## config.mk

```make
export PLATFORM = sky130hd
export DESIGN_NAME = tms_sequencer
export DESIGN_NICKNAME = d
export VERILOG_FILES = /design/src/rtl/tms_pkg.sv /design/src/rtl/tms_sequencer.sv
export VERILOG_INCLUDE_DIRS = /design/src /design/src/rtl
export SDC_FILE = /design/constraint.sdc
export NUM_CORES = 1
export LEC_CHECK = 0
export BUFFER_PORTS_ARGS = -buffer_cell sky130_fd_sc_hd__buf_4
export CAP_MARGIN = 20
export CORE_MARGIN = 2
export CORE_UTILIZATION = 35
export DETAILED_ROUTE_END_ITERATION = 16
export GPL_ROUTABILITY_DRIVEN = 1
export PLACE_DENSITY = 0.47
export RECOVER_POWER = 100
export SKIP_CTS_REPAIR_TIMING = 1
export SLEW_MARGIN = 20
export SYNTH_ARGS = -nofsm -noshare
export SYNTH_HDL_FRONTEND = slang
export SYNTH_SLANG_ARGS = --single-unit
```

## constraint.sdc

```tcl
create_clock -name core_clk_in -period 9.5 [get_ports core_clk_in]
set_input_delay 0.475 -clock core_clk_in [delete_from_list [all_inputs] [get_ports core_clk_in]]
set_output_delay 0.475 -clock core_clk_in [all_outputs]
set_load 0.02 [all_outputs]
```

## src/rtl/tms_consts.svh

```systemverilog
// constants of the temperature and voltage monitor sequencer
// assumes a 250 MHz core clock and an 8-bit register port
`ifndef TMS_CONSTS_SVH
`define TMS_CONSTS_SVH
// ---------------------------------------------------------------
// timing
// ---------------------------------------------------------------
`define TMS_CLK_HZ        250000000
`define TMS_OSC_HZ        22500
`define TMS_TICK_CYCLES   (`TMS_CLK_HZ / `TMS_OSC_HZ)
`define TMS_CONV_US       711
`define TMS_REMOTE_US     2130
`define TMS_CONV_TICKS    ((`TMS_CONV_US * `TMS_OSC_HZ + 999999) / 1000000)
`define TMS_REMOTE_TICKS  ((`TMS_REMOTE_US * `TMS_OSC_HZ + 999999) / 1000000)
`define TMS_SAMPLES       16
// ---------------------------------------------------------------
// channels in visiting order
// ---------------------------------------------------------------
`define TMS_NUM_CH        21
`define TMS_CH_REMOTE1    5'h00
`define TMS_CH_REMOTE2    5'h01
`define TMS_CH_AIN_A      5'h0F
`define TMS_CH_AIN_B      5'h10
`define TMS_CH_LOCAL      5'h13
`define TMS_CH_BATTERY    5'h14
// ---------------------------------------------------------------
// register map
// ---------------------------------------------------------------
`define TMS_CFG_ADDR      8'h00
`define TMS_SEQ_ADDR      8'h02
`define TMS_STAT_ADDR     8'h08
`define TMS_MASK_ADDR     8'h0C
`define TMS_LOCAL_ADDR    8'h1F
`define TMS_PAIR_A_ADDR   8'h27
`define TMS_PAIR_B_ADDR   8'h29
`define TMS_HI_PAGE       3'h2
`define TMS_LO_PAGE       3'h3
`define TMS_VAL_PAGE      3'h4
`define TMS_CFG_START     0
`define TMS_CFG_INT_EN    1
`define TMS_CFG_INT_CLR   2
`define TMS_CFG_ANALOG    3
`define TMS_CFG_RESET     8'h00
`define TMS_VOLT_HI_RESET 8'hFF
`define TMS_VOLT_LO_RESET 8'h00
`define TMS_TEMP_HI_RESET 8'h7F
`define TMS_TEMP_LO_RESET 8'h80
`endif

```

## src/rtl/tms_pkg.sv

```systemverilog
// types of the temperature and voltage monitor sequencer
// assumes tms_consts.svh supplies the numbers
package tms_pkg;
   // sequencer states, one-hot
   typedef enum logic [2:0] {
      TMS_IDLE  = 3'b001,
      TMS_CONV  = 3'b010,
      TMS_STORE = 3'b100
   } tms_state_t;
   typedef logic [7:0] tms_byte_t;
endpackage : tms_pkg

```

## src/rtl/tms_sequencer.sv

```systemverilog
// round-robin monitor sequencer with averaging, limits, interrupt
// assumes converter data on core_clk_in, valid at window end
// What this block does
// - local sensor result stored at 1Fh as twos complement
// - temperatures are 8-bit twos complement, one degree per step
// - config bit 3 picks diode (0) or two analog inputs (1)
// - each channel but the battery converted sixteen times and averaged
// - conversion lasts 711 us, remote channels 2.13 ms
// - voltage above high or below low limit raises interrupt
// - temperature alarm sets above hot limit, clears at low
// - start bit 0, when set, begins converting, whatever the clear bit
// - interrupt output only while enable bit 1 is set
// - visit remote one first, battery last, store each kept result
// - repeat until start cleared; results readable any time
// - shared pair converted as analog and as diode every cycle
// - analog mode fills 27h and 29h; diode mode fills 29h
// - cycle covers supplies, analog inputs, 3.3 V and temps
// - timing counts ticks of an internal 22.5 kHz clock
// - battery channel converted once without averaging
//
// Chosen here: the strobed register port.
`timescale 1ns/1ps
`include "tms_consts.svh"
module tms_sequencer
   import tms_pkg::*;
#(
   parameter int TICK_CYCLES = `TMS_TICK_CYCLES
) (
   // clock and reset
   input  wire logic       core_clk_in,
   input  wire logic       reset_n_in,
   // register port
   input  wire logic [7:0] reg_addr_in,
   input  wire logic [7:0] reg_wdata_in,
   input  wire logic       reg_wr_in,
   input  wire logic       reg_rd_in,
   output logic      [7:0] reg_rdata_out,
   // converter front end
   output logic      [4:0] adc_chan_out,
   output logic            adc_busy_out,
   input  wire logic [7:0] adc_data_in,
   output logic            pair_diode_mode_out,
   // interrupt
   output logic            int_out
);
   localparam int N = `TMS_NUM_CH;
   localparam logic [5:0] CONV_LAST = 6'(`TMS_CONV_TICKS - 1);
   localparam logic [5:0] REM_LAST = 6'(`TMS_REMOTE_TICKS - 1);
   localparam logic [3:0] SAMP_LAST = 4'(`TMS_SAMPLES - 1);

   tms_state_t  state_reg;
   logic [13:0] osc_cnt_reg;
   logic        osc_tick;
   logic [5:0]  tick_cnt_reg;
   logic [3:0]  samp_cnt_reg;
   logic [4:0]  chan_reg;
   logic [11:0] acc_reg;
   logic [7:0]  cfg_reg;
   tms_byte_t   value_reg [N];
   tms_byte_t   hi_reg [N];
   tms_byte_t   lo_reg [N];
   logic [N-1:0] alarm_reg;
   logic [23:0] status_reg;
   logic [23:0] mask_reg;
   logic [23:0] status_next;
   logic [23:0] ev;
   logic [23:0] w1c;
   logic [7:0]  rdata_next;
   logic [7:0]  reg_rdata_reg;
   logic        is_temp;
   logic        is_remote;
   logic        is_batt;
   logic        conv_done;
   logic        last_samp;
   logic        discard;
   logic        store_en;
   logic [11:0] samp_ext;
   logic [7:0]  store_val;
   logic        hot;
   logic        cool;
   logic        over;
   logic        under;
   logic [4:0]  idx;
   logic        idx_ok;

   // ---------------------------------------------------------------
   // internal oscillator tick
   // ---------------------------------------------------------------
   // free-running divider standing in for the 22.5 kHz clock
   always_ff @(posedge core_clk_in or negedge reset_n_in) begin
      if (!reset_n_in) begin
         osc_cnt_reg <= 14'h0000;
      end else if (osc_tick) begin
         osc_cnt_reg <= 14'h0000;
      end else begin
         osc_cnt_reg <= osc_cnt_reg + 14'h0001;
      end
   end
   assign osc_tick = (osc_cnt_reg == 14'(TICK_CYCLES - 1));

   // ---------------------------------------------------------------
   // channel decode
   // ---------------------------------------------------------------
   // remote one and two first, then local and battery last in the visiting order
   assign is_remote = (chan_reg == `TMS_CH_REMOTE1) ||
                      (chan_reg == `TMS_CH_REMOTE2);
   assign is_temp   = is_remote || (chan_reg == `TMS_CH_LOCAL);
   assign is_batt   = (chan_reg == `TMS_CH_BATTERY);
   // remote diodes need three times the window of the others
   assign conv_done = (state_reg == TMS_CONV) && osc_tick &&
                      (tick_cnt_reg == (is_remote ? REM_LAST : CONV_LAST));
   assign last_samp = conv_done && (is_batt || samp_cnt_reg == SAMP_LAST);
   // temperatures sign extend so the sum stays twos complement
   assign samp_ext  = is_temp ? {{4{adc_data_in[7]}}, adc_data_in}
                              : {4'h0, adc_data_in};
   // battery holds one unaveraged sample in the low byte
   assign store_val = is_batt ? acc_reg[7:0] : acc_reg[11:4];
   // both readings of the shared pair are taken, one is dropped
   assign discard = cfg_reg[`TMS_CFG_ANALOG] ?
                    (chan_reg == `TMS_CH_REMOTE2) :
                    ((chan_reg == `TMS_CH_AIN_A) ||
                     (chan_reg == `TMS_CH_AIN_B));
   assign store_en = (state_reg == TMS_STORE) && !discard;
   assign pair_diode_mode_out = !cfg_reg[`TMS_CFG_ANALOG];
   assign adc_chan_out = chan_reg;
   assign adc_busy_out = (state_reg == TMS_CONV);

   // ---------------------------------------------------------------
   // sequencer
   // ---------------------------------------------------------------
   // stopping aborts the running group; restart begins at remote one
   always_ff @(posedge core_clk_in or negedge reset_n_in) begin
      if (!reset_n_in) begin
         state_reg <= TMS_IDLE;
      end else begin
         unique case (state_reg)
            TMS_IDLE: begin
               if (cfg_reg[`TMS_CFG_START]) begin
                  state_reg <= TMS_CONV;
               end
            end
            TMS_CONV: begin
               if (!cfg_reg[`TMS_CFG_START]) begin
                  state_reg <= TMS_IDLE;
               end else if (last_samp) begin
                  state_reg <= TMS_STORE;
               end
            end
            TMS_STORE: begin
               state_reg <= cfg_reg[`TMS_CFG_START] ? TMS_CONV : TMS_IDLE;
            end
            default: begin
               state_reg <= TMS_IDLE;
            end
         endcase
      end
   end

   // channel pointer wraps after local and battery
   always_ff @(posedge core_clk_in or negedge reset_n_in) begin
      if (!reset_n_in) begin
         chan_reg <= 5'h00;
      end else if (state_reg == TMS_IDLE) begin
         chan_reg <= `TMS_CH_REMOTE1;
      end else if (state_reg == TMS_STORE) begin
         chan_reg <= (chan_reg == 5'(N - 1)) ? 5'h00 : chan_reg + 5'h01;
      end
   end

   // tick count within one conversion window
   always_ff @(posedge core_clk_in or negedge reset_n_in) begin
      if (!reset_n_in) begin
         tick_cnt_reg <= 6'h00;
      end else if (state_reg != TMS_CONV || conv_done) begin
         tick_cnt_reg <= 6'h00;
      end else if (osc_tick) begin
         tick_cnt_reg <= tick_cnt_reg + 6'h01;
      end
   end

   // sample count and accumulator restart with each group
   always_ff @(posedge core_clk_in or negedge reset_n_in) begin
      if (!reset_n_in) begin
         samp_cnt_reg <= 4'h0;
         acc_reg      <= 12'h000;
      end else if (state_reg != TMS_CONV) begin
         samp_cnt_reg <= 4'h0;
         acc_reg      <= 12'h000;
      end else if (conv_done) begin
         samp_cnt_reg <= samp_cnt_reg + 4'h1;
         acc_reg      <= acc_reg + samp_ext;
      end
   end

   // ---------------------------------------------------------------
   // results and limits
   // ---------------------------------------------------------------
   // whole byte lands in one edge, so no read sees half a result
   always_ff @(posedge core_clk_in or negedge reset_n_in) begin
      if (!reset_n_in) begin
         for (int i = 0; i < N; i++) begin
            value_reg[i] <= 8'h00;
         end
      end else if (store_en) begin
         value_reg[chan_reg] <= store_val;
      end
   end

   assign hot   = $signed(store_val) > $signed(hi_reg[chan_reg]);
   assign cool  = $signed(store_val) <= $signed(lo_reg[chan_reg]);
   assign over  = store_val > hi_reg[chan_reg];
   assign under = store_val < lo_reg[chan_reg];

   // one event per new alarm or per out-of-window reading
   always_comb begin
      ev = 24'h000000;
      if (store_en) begin
         ev[chan_reg] = is_temp ? (hot && !alarm_reg[chan_reg])
                                : (over || under);
      end
   end

   // temperature alarm level with hysteresis
   always_ff @(posedge core_clk_in or negedge reset_n_in) begin
      if (!reset_n_in) begin
         alarm_reg <= '0;
      end else if (store_en && is_temp) begin
         if (hot) begin
            alarm_reg[chan_reg] <= 1'b1;
         end else if (cool) begin
            alarm_reg[chan_reg] <= 1'b0;
         end
      end
   end

   // limit pages share one 5-bit index
   assign idx    = reg_addr_in[4:0];
   assign idx_ok = (idx < 5'(N));

   always_ff @(posedge core_clk_in or negedge reset_n_in) begin
      if (!reset_n_in) begin
         for (int i = 0; i < N; i++) begin
            if (i == 0 || i == 1 || i == 19) begin
               hi_reg[i] <= `TMS_TEMP_HI_RESET;
               lo_reg[i] <= `TMS_TEMP_LO_RESET;
            end else begin
               hi_reg[i] <= `TMS_VOLT_HI_RESET;
               lo_reg[i] <= `TMS_VOLT_LO_RESET;
            end
         end
      end else if (reg_wr_in && idx_ok) begin
         if (reg_addr_in[7:5] == `TMS_HI_PAGE) begin
            hi_reg[idx] <= reg_wdata_in;
         end
         if (reg_addr_in[7:5] == `TMS_LO_PAGE) begin
            lo_reg[idx] <= reg_wdata_in;
         end
      end
   end

   // ---------------------------------------------------------------
   // configuration, status, mask
   // ---------------------------------------------------------------
   always_ff @(posedge core_clk_in or negedge reset_n_in) begin
      if (!reset_n_in) begin
         cfg_reg <= `TMS_CFG_RESET;
      end else if (reg_wr_in && reg_addr_in == `TMS_CFG_ADDR) begin
         cfg_reg <= reg_wdata_in;
      end
   end

   // write-one-to-clear bytes; a same-cycle event still sets
   always_comb begin
      w1c = 24'h000000;
      if (reg_wr_in) begin
         for (int b = 0; b < 3; b++) begin
            if (reg_addr_in == `TMS_STAT_ADDR + 8'(b)) begin
               w1c[b*8 +: 8] = reg_wdata_in;
            end
         end
      end
      status_next = (status_reg & ~w1c) | ev;
   end

   always_ff @(posedge core_clk_in or negedge reset_n_in) begin
      if (!reset_n_in) begin
         status_reg <= 24'h000000;
      end else begin
         status_reg <= status_next;
      end
   end

   always_ff @(posedge core_clk_in or negedge reset_n_in) begin
      if (!reset_n_in) begin
         mask_reg <= 24'h000000;
      end else if (reg_wr_in) begin
         for (int b = 0; b < 3; b++) begin
            if (reg_addr_in == `TMS_MASK_ADDR + 8'(b)) begin
               mask_reg[b*8 +: 8] <= reg_wdata_in;
            end
         end
      end
   end

   // clear bit holds the pin quiet without losing pending status
   assign int_out = cfg_reg[`TMS_CFG_INT_EN] && !cfg_reg[`TMS_CFG_INT_CLR] &&
                    |(status_reg & mask_reg);

   // ---------------------------------------------------------------
   // read path
   // ---------------------------------------------------------------
   always_comb begin
      rdata_next = 8'h00;
      if (reg_addr_in == `TMS_CFG_ADDR) begin
         rdata_next = cfg_reg;
      end else if (reg_addr_in == `TMS_SEQ_ADDR) begin
         rdata_next = {adc_busy_out, 2'h0, chan_reg};
      end else if (reg_addr_in == `TMS_LOCAL_ADDR) begin
         rdata_next = value_reg[`TMS_CH_LOCAL];
      end else if (reg_addr_in == `TMS_PAIR_A_ADDR) begin
         rdata_next = value_reg[`TMS_CH_AIN_A];
      end else if (reg_addr_in == `TMS_PAIR_B_ADDR) begin
         rdata_next = cfg_reg[`TMS_CFG_ANALOG] ? value_reg[`TMS_CH_AIN_B]
                                               : value_reg[`TMS_CH_REMOTE2];
      end else if (reg_addr_in[7:5] == `TMS_VAL_PAGE && idx_ok) begin
         rdata_next = value_reg[idx];
      end else if (reg_addr_in[7:5] == `TMS_HI_PAGE && idx_ok) begin
         rdata_next = hi_reg[idx];
      end else if (reg_addr_in[7:5] == `TMS_LO_PAGE && idx_ok) begin
         rdata_next = lo_reg[idx];
      end else begin
         for (int b = 0; b < 3; b++) begin
            if (reg_addr_in == `TMS_STAT_ADDR + 8'(b)) begin
               rdata_next = status_reg[b*8 +: 8];
            end
            if (reg_addr_in == `TMS_MASK_ADDR + 8'(b)) begin
               rdata_next = mask_reg[b*8 +: 8];
            end
         end
      end
   end

   // data only in the cycle after the strobe, zero otherwise
   always_ff @(posedge core_clk_in or negedge reset_n_in) begin
      if (!reset_n_in) begin
         reg_rdata_reg <= 8'h00;
      end else begin
         reg_rdata_reg <= reg_rd_in ? rdata_next : 8'h00;
      end
   end
   assign reg_rdata_out = reg_rdata_reg;
endmodule : tms_sequencer

```

Yosys cells after proc, flatten, opt, wreduce, memory -nomap -nowiden --
Index checks and enable logic that the tools add are counted.
Storage, ports and cells: register bits after elaboration 633, bits in latches 0, RAM bits 0, memory bits (read-only) 0, word-level logic and storage cells 238, memories 0
Operators by class: add/subtract/negate cells 5, $mul 0, divide/modulo/power cells 0, $lt $le $gt $ge 11, equality and inequality tests 27, shift operators 0, mux-type cells 69, bitwise gates (word level) 10, reductions and logical operators 40
Operators by type and width (count):
- bitwise mux 168 bit | 3
- two-way mux 8 bit | 32
- binary-select mux 8 bit (select 5 bit) | 5
- demux 8 bit (select 5 bit) | 2
- bitwise AND 24 bit | 3
- equality test 8 x 4 -> 1 bit, second input constant | 6
- two-way mux 24 bit | 2
- two-way mux 21 bit | 2
- two-way mux 12 bit | 3
- NOT 24 bit | 1
- bitwise OR 24 bit | 1
- OR reduction 24 bit | 1
- bitwise AND 21 bit | 1
- NOT 21 bit | 1
- bitwise OR 21 bit | 1
- two-way mux 6 bit | 3
- equality test 8 x 6 -> 1 bit, second input constant | 2
- greater-than comparator 8 bit | 2
- logical AND 1 bit | 16
- equality test 5 bit, second input constant | 3
- two-way mux 5 bit | 3
- adder 14 x 1 -> 14 bit, second input constant | 1
- equality test 14 bit, second input constant | 1
- two-way mux 14 bit | 1
- 36 further kinds | 66

Depth between registers and ports, before layout --
Gate-level depths: netlist of the first run.
depth in word-level cells 16, gate-level depth with buffers 20, gate-level depth less buffers 13

Least setup slack after synthesis of the first run --
OpenSTA, ideal clock, no wires.
kind reg2reg, start point reg chan_reg[1] (netlist: adc_chan_out[1]), end point reg (tool-made name), setup time 124 ps, data arrival time 5118 ps, required time 9376 ps, slack 4258 ps, stages on the path, launching flop included 19, cell sequence dfrtp_1 clkbuf_1 buf_2 buf_1 buf_1 inv_1 ha_1 nand3_1 buf_1 mux2i_1 clkbuf_1 inv_1 ha_1 or4_1 o21ai_0 a21o_1 a21oi_1 or3b_2 a211o_1
RTL lines:
- start: declaration | RTL line tms_sequencer.sv:56 | logic [4:0] chan_reg;
- start signal: assignment | RTL line tms_sequencer.sv:164 | chan_reg <= `TMS_CH_REMOTE1;
- start signal: assignment | RTL line tms_sequencer.sv:166 | chan_reg <= (chan_reg == 5'(N - 1)) ? 5'h00 : chan_reg + 5'h01;

==> summary.md, run 1 <==
| Metric | Value |
|---|---|
| Status | finished, violations left |
| Placer congestion estimate | 0.9068 |
| Largest cells by area after synthesis | dfrtp_1 35%, mux4_2 15%, dfstp_2 13% |
| Post-synth EDFFs | 0 |
| Post-synthesis sequential area ratio | 48.09% |
| WP data arrival | 7.69 ns |
| Reg2Reg Launch Point | adc_chan_out[3]$_DFFE_PN0P_ |
| Share of cells above drive strength 1 | 35.48% |
| CP required | 10.01 ns |
| CTS Sinks | 633 |
| Core box area | 94,730 um^2 |
| Initial core utilization | 35.24% |
| Layout fillers | 9,136 |
| Drc violations | 0 |
| Static Leak | 15.26 nW |
| CP Capture Type | register |
| Worst-path clk slew | 0.06 ns |
| Drt wl/cell | 28.16 um |
| Reg2reg setup slack | 2.33 ns |
| Longest Clk Path Bufs | 3 |
| Dpl hpwl | 72.42 mm |
| Area occupied by multi-input gates | 16,220 um^2 |
| Post-Syn Area | 33,380 um^2 |
| Fin. max-slew vios | 304 |
| YS warnings | 0 |
| Hold EP | reg_rdata_out[1]$_DFF_PN0_ |
| Mean post-synth cell area | 12.41 um^2 |
| CP Launch Type | register |
| Yosys cell types | 80 |
| Fin crit period | 7.174 ns |
| 1st-iter DRT viols | 1,992 |
| Hold Crit Class | input port to register |
| RSZ-0062 raised after global routing | false |
| Die height | 312.8 um |
| First drt pass iteration count | 8 |
| First-pass GRT wire length | 167.1 mm |
| Max FO, Critical Path | 31 |
| Main synth FF type | dfrtp_1 |
| Biggest area consumer among synthesized cells | dfrtp_1 |
| Slew HR | -262.7% |
| Worst IR Drop VDD | 115.1 uV |
| Io pins | 44 |
| Overall global routing resource usage | 22.99% |
| Final setup skew | 0.02881 ns |
| Commonest cells post-synth | 464 x dfrtp_1, 374 x mux2_2, 257 x nand2_1 |
| R2R depth | 13 |
| Final hold vios | 0 |
| F_max | 0.1394 GHz |
| Final wirelength | 111.7 mm |
| Area Overhead vs Synth | 10.89% |
| FF+latch count, synth | 633 |
| Hold Path Depth | 2 |
| Slew of the pin with the lowest slew margin | 5.440 ns |
| Num CTS Buffers | 74 |
| Mapped Cells | 2,690 |
| Post-route ant nets | 0 |
| Post-Syn Nets | 2,754 |
| TNS Setup | 0 ns |
| Seq. cell area | 16,060 um^2 |
| Gr ovfl total | 0 |
| Largest net degree at the start of global routing | 188 |
| Vias per cell | 5.835 |
| Row cnt | 113 |
| Port bufs | 43 |
| CP Class | register to register |
| Ys async rst share | 100.0% |
| H-tree levels | 3 |
| CTS tree | done |
| Root Buffer | clkbuf_16 |
| Vias | 23,160 |
| Hold slack | 0.2511 ns |
| Setup violators final | 0 |
| Worst-Skew Late Latency | 0.64 ns |
| Violated checks | capacitance limit, slew limit |
| Final net count | 2,705 |
| Synth top area share | 34.79% |
| Cell area power density | 165.4 nW/um^2 |
| DIE AREA | 97,850 um^2 |
| HP Start | reg_rd_in |
| Top-count cell post-synth | dfrtp_1 |
| Initial antenna violation count | 2 |
| Max-Cap Viols | 8 |
| Vias in the first global route | 23,800 |
| Tcrit/Tclk final | 75.51% |
| Horiz. Die Dim | 312.8 um |
-- final cells by class --
type                            instances  area share [%]
Antenna cell                            3         0.02028
Sequential cell                       633           43.38
Inverter                               32          0.3279
Multi-Input combinational cell       1811           43.82
Tap cell                             1265           4.276
Clock buffer                          113           5.976
Timing Repair Buffer                   89           1.660
Clock inverter                         22          0.5442
-- layer usage --
layer | track usage [%] | part of all wire [%]
met1 | 32.62 | 44
met2 | 36.11 | 47
met3 | 4.215 | 6.3
met4 | 6.459 | 2.7
met5 | 0 | 0
-- report_power, final --
part | leakage, nW | switching, W | internal, W
combinational | 5.99 | 0.000265 | 0.000159
clock | 1.20 | 0.00120 | 0.00167
sequential | 8.07 | 0.0000515 | 0.00278
total | 15.3 | 0.00151 | 0.00461
-- cell usage in the layout, fill, tap and decap left out, types with 53 or more instances in the layout --
cell type,instances
a21oi_1,114
clkbuf_1,53
clkbuf_16,77
dfrtp_1,463
dfstp_2,169
mux2_2,374
mux4_2,221
nand2_1,257
nor2_1,149
o21ai_0,198
-- stage by stage --
step | worst slack (ns) | cells | total power [W] | utilization (%) | instance area [um^2]
floorplan | 4.258 | 2690 | 0.003106 | - | 33380
global placement | 4.111 | 3828 | 0.003295 | 36.77 | 34830
detailed placement | 3.946 | 3828 | 0.003304 | 36.78 | 34840
CTS | 3.943 | 3963 | 0.006191 | 39.32 | 37250
global route | 2.140 | 3965 | 0.006346 | 39.07 | 37010
finish | 2.326 | 3968 | 0.006121 | 39.07 | 37010
-- worst max-delay path, cell delays in order (launching register included) --
cell      delay [ns]
dfrtp_1         0.32
clkbuf_1        1.88
nor2_1          0.46
nand3_1         0.75
mux2i_2         0.27
clkbuf_1        0.99
inv_1           0.29
ha_1            0.32
or4_1           0.51
o21ai_0         0.09
a21o_1          0.14
a21oi_1         0.16
or3b_2          0.54
a211o_1         0.32
-- worst max-delay path by stage --
stage                           startpoint                     end  slack [ns]  cells past startpoint
4_1_cts        adc_chan_out[2]$_DFFE_PN0P_                register        3.94                     14
6_report       adc_chan_out[3]$_DFFE_PN0P_                register        2.33                     13
3_5_place_dp   adc_chan_out[1]$_DFFE_PN0P_                register        3.95                     13
3_3_place_gp   adc_chan_out[1]$_DFFE_PN0P_                register        4.11                     13
5_1_grt                         reset_n_in  lo_reg[30]$_DFFE_PN0P_        2.14                      4
2_1_floorplan  adc_chan_out[1]$_DFFE_PN0P_                register        4.26                     18
-- cells by family (layout without fill, tap and decap cells) --
family | count (synthesis) | count (layout) | synth area share [%]
multiplexers | 647 | 647 | 29.09
flip-flops | 633 | 633 | 48.09
AND/OR/NAND/NOR | 598 | 598 | 8.472
AO/OA/AOI/OAI | 505 | 505 | 9.278
buffers and inverters | 246 | 256 | 3.044
adder cells (fa/ha/maj) | 36 | 36 | 1.372
XOR/XNOR | 25 | 25 | 0.6560
other | 0 | 3 | 0
Note: power is estimated with default switching activity, not from simulation.
==> inputs of run 2 (changes only) <==
ABC_AREA = 1   (was unset)
PLACE_DENSITY = 0.49   (was 0.47)
clock period = 5.9 ns   (was 9.5 ns; I/O delays follow)
==> run 2 against run 1 <==
Against the previous run:
- the run still ends with capacitance limit, slew limit left
- sequential cell count stayed put
- area after synthesis up 0.90%
- first-iteration DRC count rose by 68%
- non-clock buffer count grew 19
- clock power increased by 72%
- sequential power rose by 61%
- clock-buffer cell count grew 9
- cell count grew 45%
- synthesized cell count grew 68%
- sequential share of layout area is 0.34 points lower
- hold slack got worse by 0.23 ns
- largest power group unchanged
==> summary.md, run 2 <==
| Metric | Value |
|---|---|
| Status | finished, violations left |
| Violated checks | capacitance limit, slew limit |
| Switching power | 0.002950 W |
| FF+latch count, synth | 633 |
| Grt met1 use | 39.59% |
| Horiz. Die Dim | 314.2 um |
| Row cnt | 113 |
| Vias per cell | 5.406 |
| CTS tree | done |
| Initial core utilization | 35.40% |
| Area Overhead vs Synth | 10.79% |
| Post-synthesis sequential area ratio | 47.66% |
| Drc violations | 0 |
| Placer congestion estimate | 0.9111 |
| Largest cells by area after synthesis | dfrtp_1 34%, nand2_1 15%, dfstp_2 13% |
| Ys async rst share | 100.0% |
| Synth top area share | 34.48% |
| Dpl cell area | 34,960 um^2 |
| Slew of the pin with the lowest slew margin | 4.800 ns |
| Final wirelength | 132.4 mm |
| Slew HR | -220.0% |
| Layout fillers | 9,976 |
| RSZ-0062 raised after global routing | false |
| Die height | 314.2 um |
| Top-count cell post-synth | nand2_1 |
| Final hold vios | 0 |
| CTS Sinks | 633 |
| Num CTS Buffers | 78 |
| GR Util met3 | 4.196% |
| H-tree levels | 3 |
| Post-route ant nets | 0 |
| Setup violators final | 0 |
| DIE AREA | 98,720 um^2 |
| Dpl hpwl | 86.24 mm |
| Port bufs | 43 |
| Commonest cells post-synth | 1,366 x nand2_1, 464 x dfrtp_1, 464 x nor2_1 |
| WP data arrival | 5.95 ns |
| Final net count | 4,482 |
| Hold Crit Class | input port to register |
| CP Capture Type | register |
| CP Launch Type | input port |
| CP Class | input port to register |
| Max-Cap Viols | 6 |
| Root Buffer | clkbuf_16 |
| Core box area | 95,150 um^2 |
| TNS Setup | 0 ns |
| Io pins | 44 |
| Worst-Skew Late Latency | 0.65 ns |
| YS warnings | 0 |
| Grt met2 use | 39.48% |
| Worst IR Drop VDD | 206.5 uV |
| Most frequent cells in the layout | 1,380 x nand2_1, 817 x o21ai_0, 468 x nor2_1 |
| Vias | 31,070 |
| Most common cell after layout, fill and taps aside | nand2_1 |
| F_max | 0.1848 GHz |
| Fin crit period | 5.410 ns |
| Biggest area consumer among synthesized cells | dfrtp_1 |
| Vias in the first global route | 29,170 |
| Static Leak | 16.25 nW |
| Post-synth EDFFs | 0 |
| Cell area power density | 285.3 nW/um^2 |
| Seq pwr share | 43.0% |
| Switching Fraction | 27.71% |
| Initial antenna violation count | 5 |
| Largest net degree at the start of global routing | 156 |
| Post-Syn Area | 33,680 um^2 |
| Tcrit/Tclk final | 91.69% |
| Share of cells above drive strength 1 | 9.330% |
| Busiest grt layer | met1 |
| Clock power share | 46.1% |
| Mapped Cells | 4,521 |
| First-pass GRT wire length | 197.8 mm |
| 1st-iter DRT viols | 3,344 |
| Gr ovfl total | 0 |
| Post-Syn Nets | 4,585 |
| Main synth FF type | dfrtp_1 |
| Cell Int Power | 0.007696 W |
| Final setup skew | 0.02241 ns |
| Final Cell Area | 37,310 um^2 |
| Hold slack | 0.02217 ns |
| Overall global routing resource usage | 26.65% |
| Longest Clk Path Bufs | 3 |
| Worst-path clk slew | 0.05 ns |
| Yosys cell types | 57 |
| Fin. max-slew vios | 183 |
| Part of the power in combinational logic | 10.9% |
| First drt pass iteration count | 6 |
| Max FO, Critical Path | 25 |
| Mean post-synth cell area | 7.450 um^2 |
| Drt wl/cell | 23.04 um |
| CP required | 6.44 ns |
==> run 2: per-stage QoR <==
stage          util (%)  setup WS, ns  power (W)  instances
2_1_floorplan         -         1.722   0.005295       4521
3_3_place_gp      36.75         1.399   0.005807       5597
3_5_place_dp      36.75         1.264   0.005807       5597
4_1_cts           39.45         1.244    0.01074       5739
5_1_grt           39.21        0.3896    0.01104       5745
6_report          39.21        0.4900    0.01065       5747
==> run 2: critical path, cell delays in order <==
cell	delay (ns)
clkbuf_1	1.16
inv_1	0.59
nor2_1	1.69
clkbuf_1	0.83
nand2_1	0.10
nand4_1	0.13
nand2_1	0.07
nand3_1	0.11
nand4_1	0.25
nand3_1	0.22
nand2_1	0.09
nand2_1	0.06
nand2_1	0.09
a21oi_1	0.24
==> run 2: cell type report <==
type | count | area (um^2) | area share, %
clock buffer | 122 | 2381 | 6.381
inverter | 287 | 1082 | 2.901
multi-input combinational | 3310 | 15130 | 40.54
timing repair buffer | 108 | 887.1 | 2.377
clock inverter | 20 | 188.9 | 0.5063
sequential | 633 | 16060 | 43.04
tap | 1265 | 1583 | 4.242
antenna | 2 | 5.005 | 0.01341
==> run 2: worst paths after layout <==
path | to | cells after the start | start | slack, ns
min in group asynchronous | asynchronous set/reset pin | 2 | reset_n_in | 2.20
worst max register to register | status_reg[5]$_DFF_PN0_ | 17 | adc_chan_out[2]$_DFFE_PN0P_ | 0.60
max in group asynchronous | value_reg[64]$_DFFE_PN0P_ | 3 | reset_n_in | 1.04
worst max-delay path | reg_rdata_out[4]$_DFF_PN0_ | 14 | reg_addr_in[0] | 0.49
worst min-delay path | acc_reg[0]$_DFFE_PN0N_ | 3 | adc_data_in[0] | 0.02
worst min register to register | register | 0 | register | 0.37
==> run 2: cells by family after synthesis <==
| family | count (synthesis) | synth area share, % |
|---|---|---|
| adder cells (fa/ha/maj) | 36 | 1.360 |
| buffers and inverters | 578 | 6.992 |
| multiplexers | 1 | 0.02972 |
| XOR/XNOR | 11 | 0.3084 |
| AO/OA/AOI/OAI | 1199 | 18.97 |
| AND/OR/NAND/NOR | 2063 | 24.68 |
| flip-flops | 633 | 47.66 |
==> run 2: metal layers <==
layer,part of all wire (%),up-vias
met1,46,15020
met2,43,1191
li1,-,14630
met4,3.3,2
met5,0.0076,-
met3,7.3,231
==> run 2: power by group through the flow <==
stage	clock, W	combinational [W]	sequential, W
finish	0.00491	0.00116	0.00457
global placement	0	0.00116	0.00464
global route	0.00517	0.00128	0.00458
CTS	0.00500	0.00117	0.00457
detailed placement	0	0.00117	0.00464
floorplan	0	0.000681	0.00461
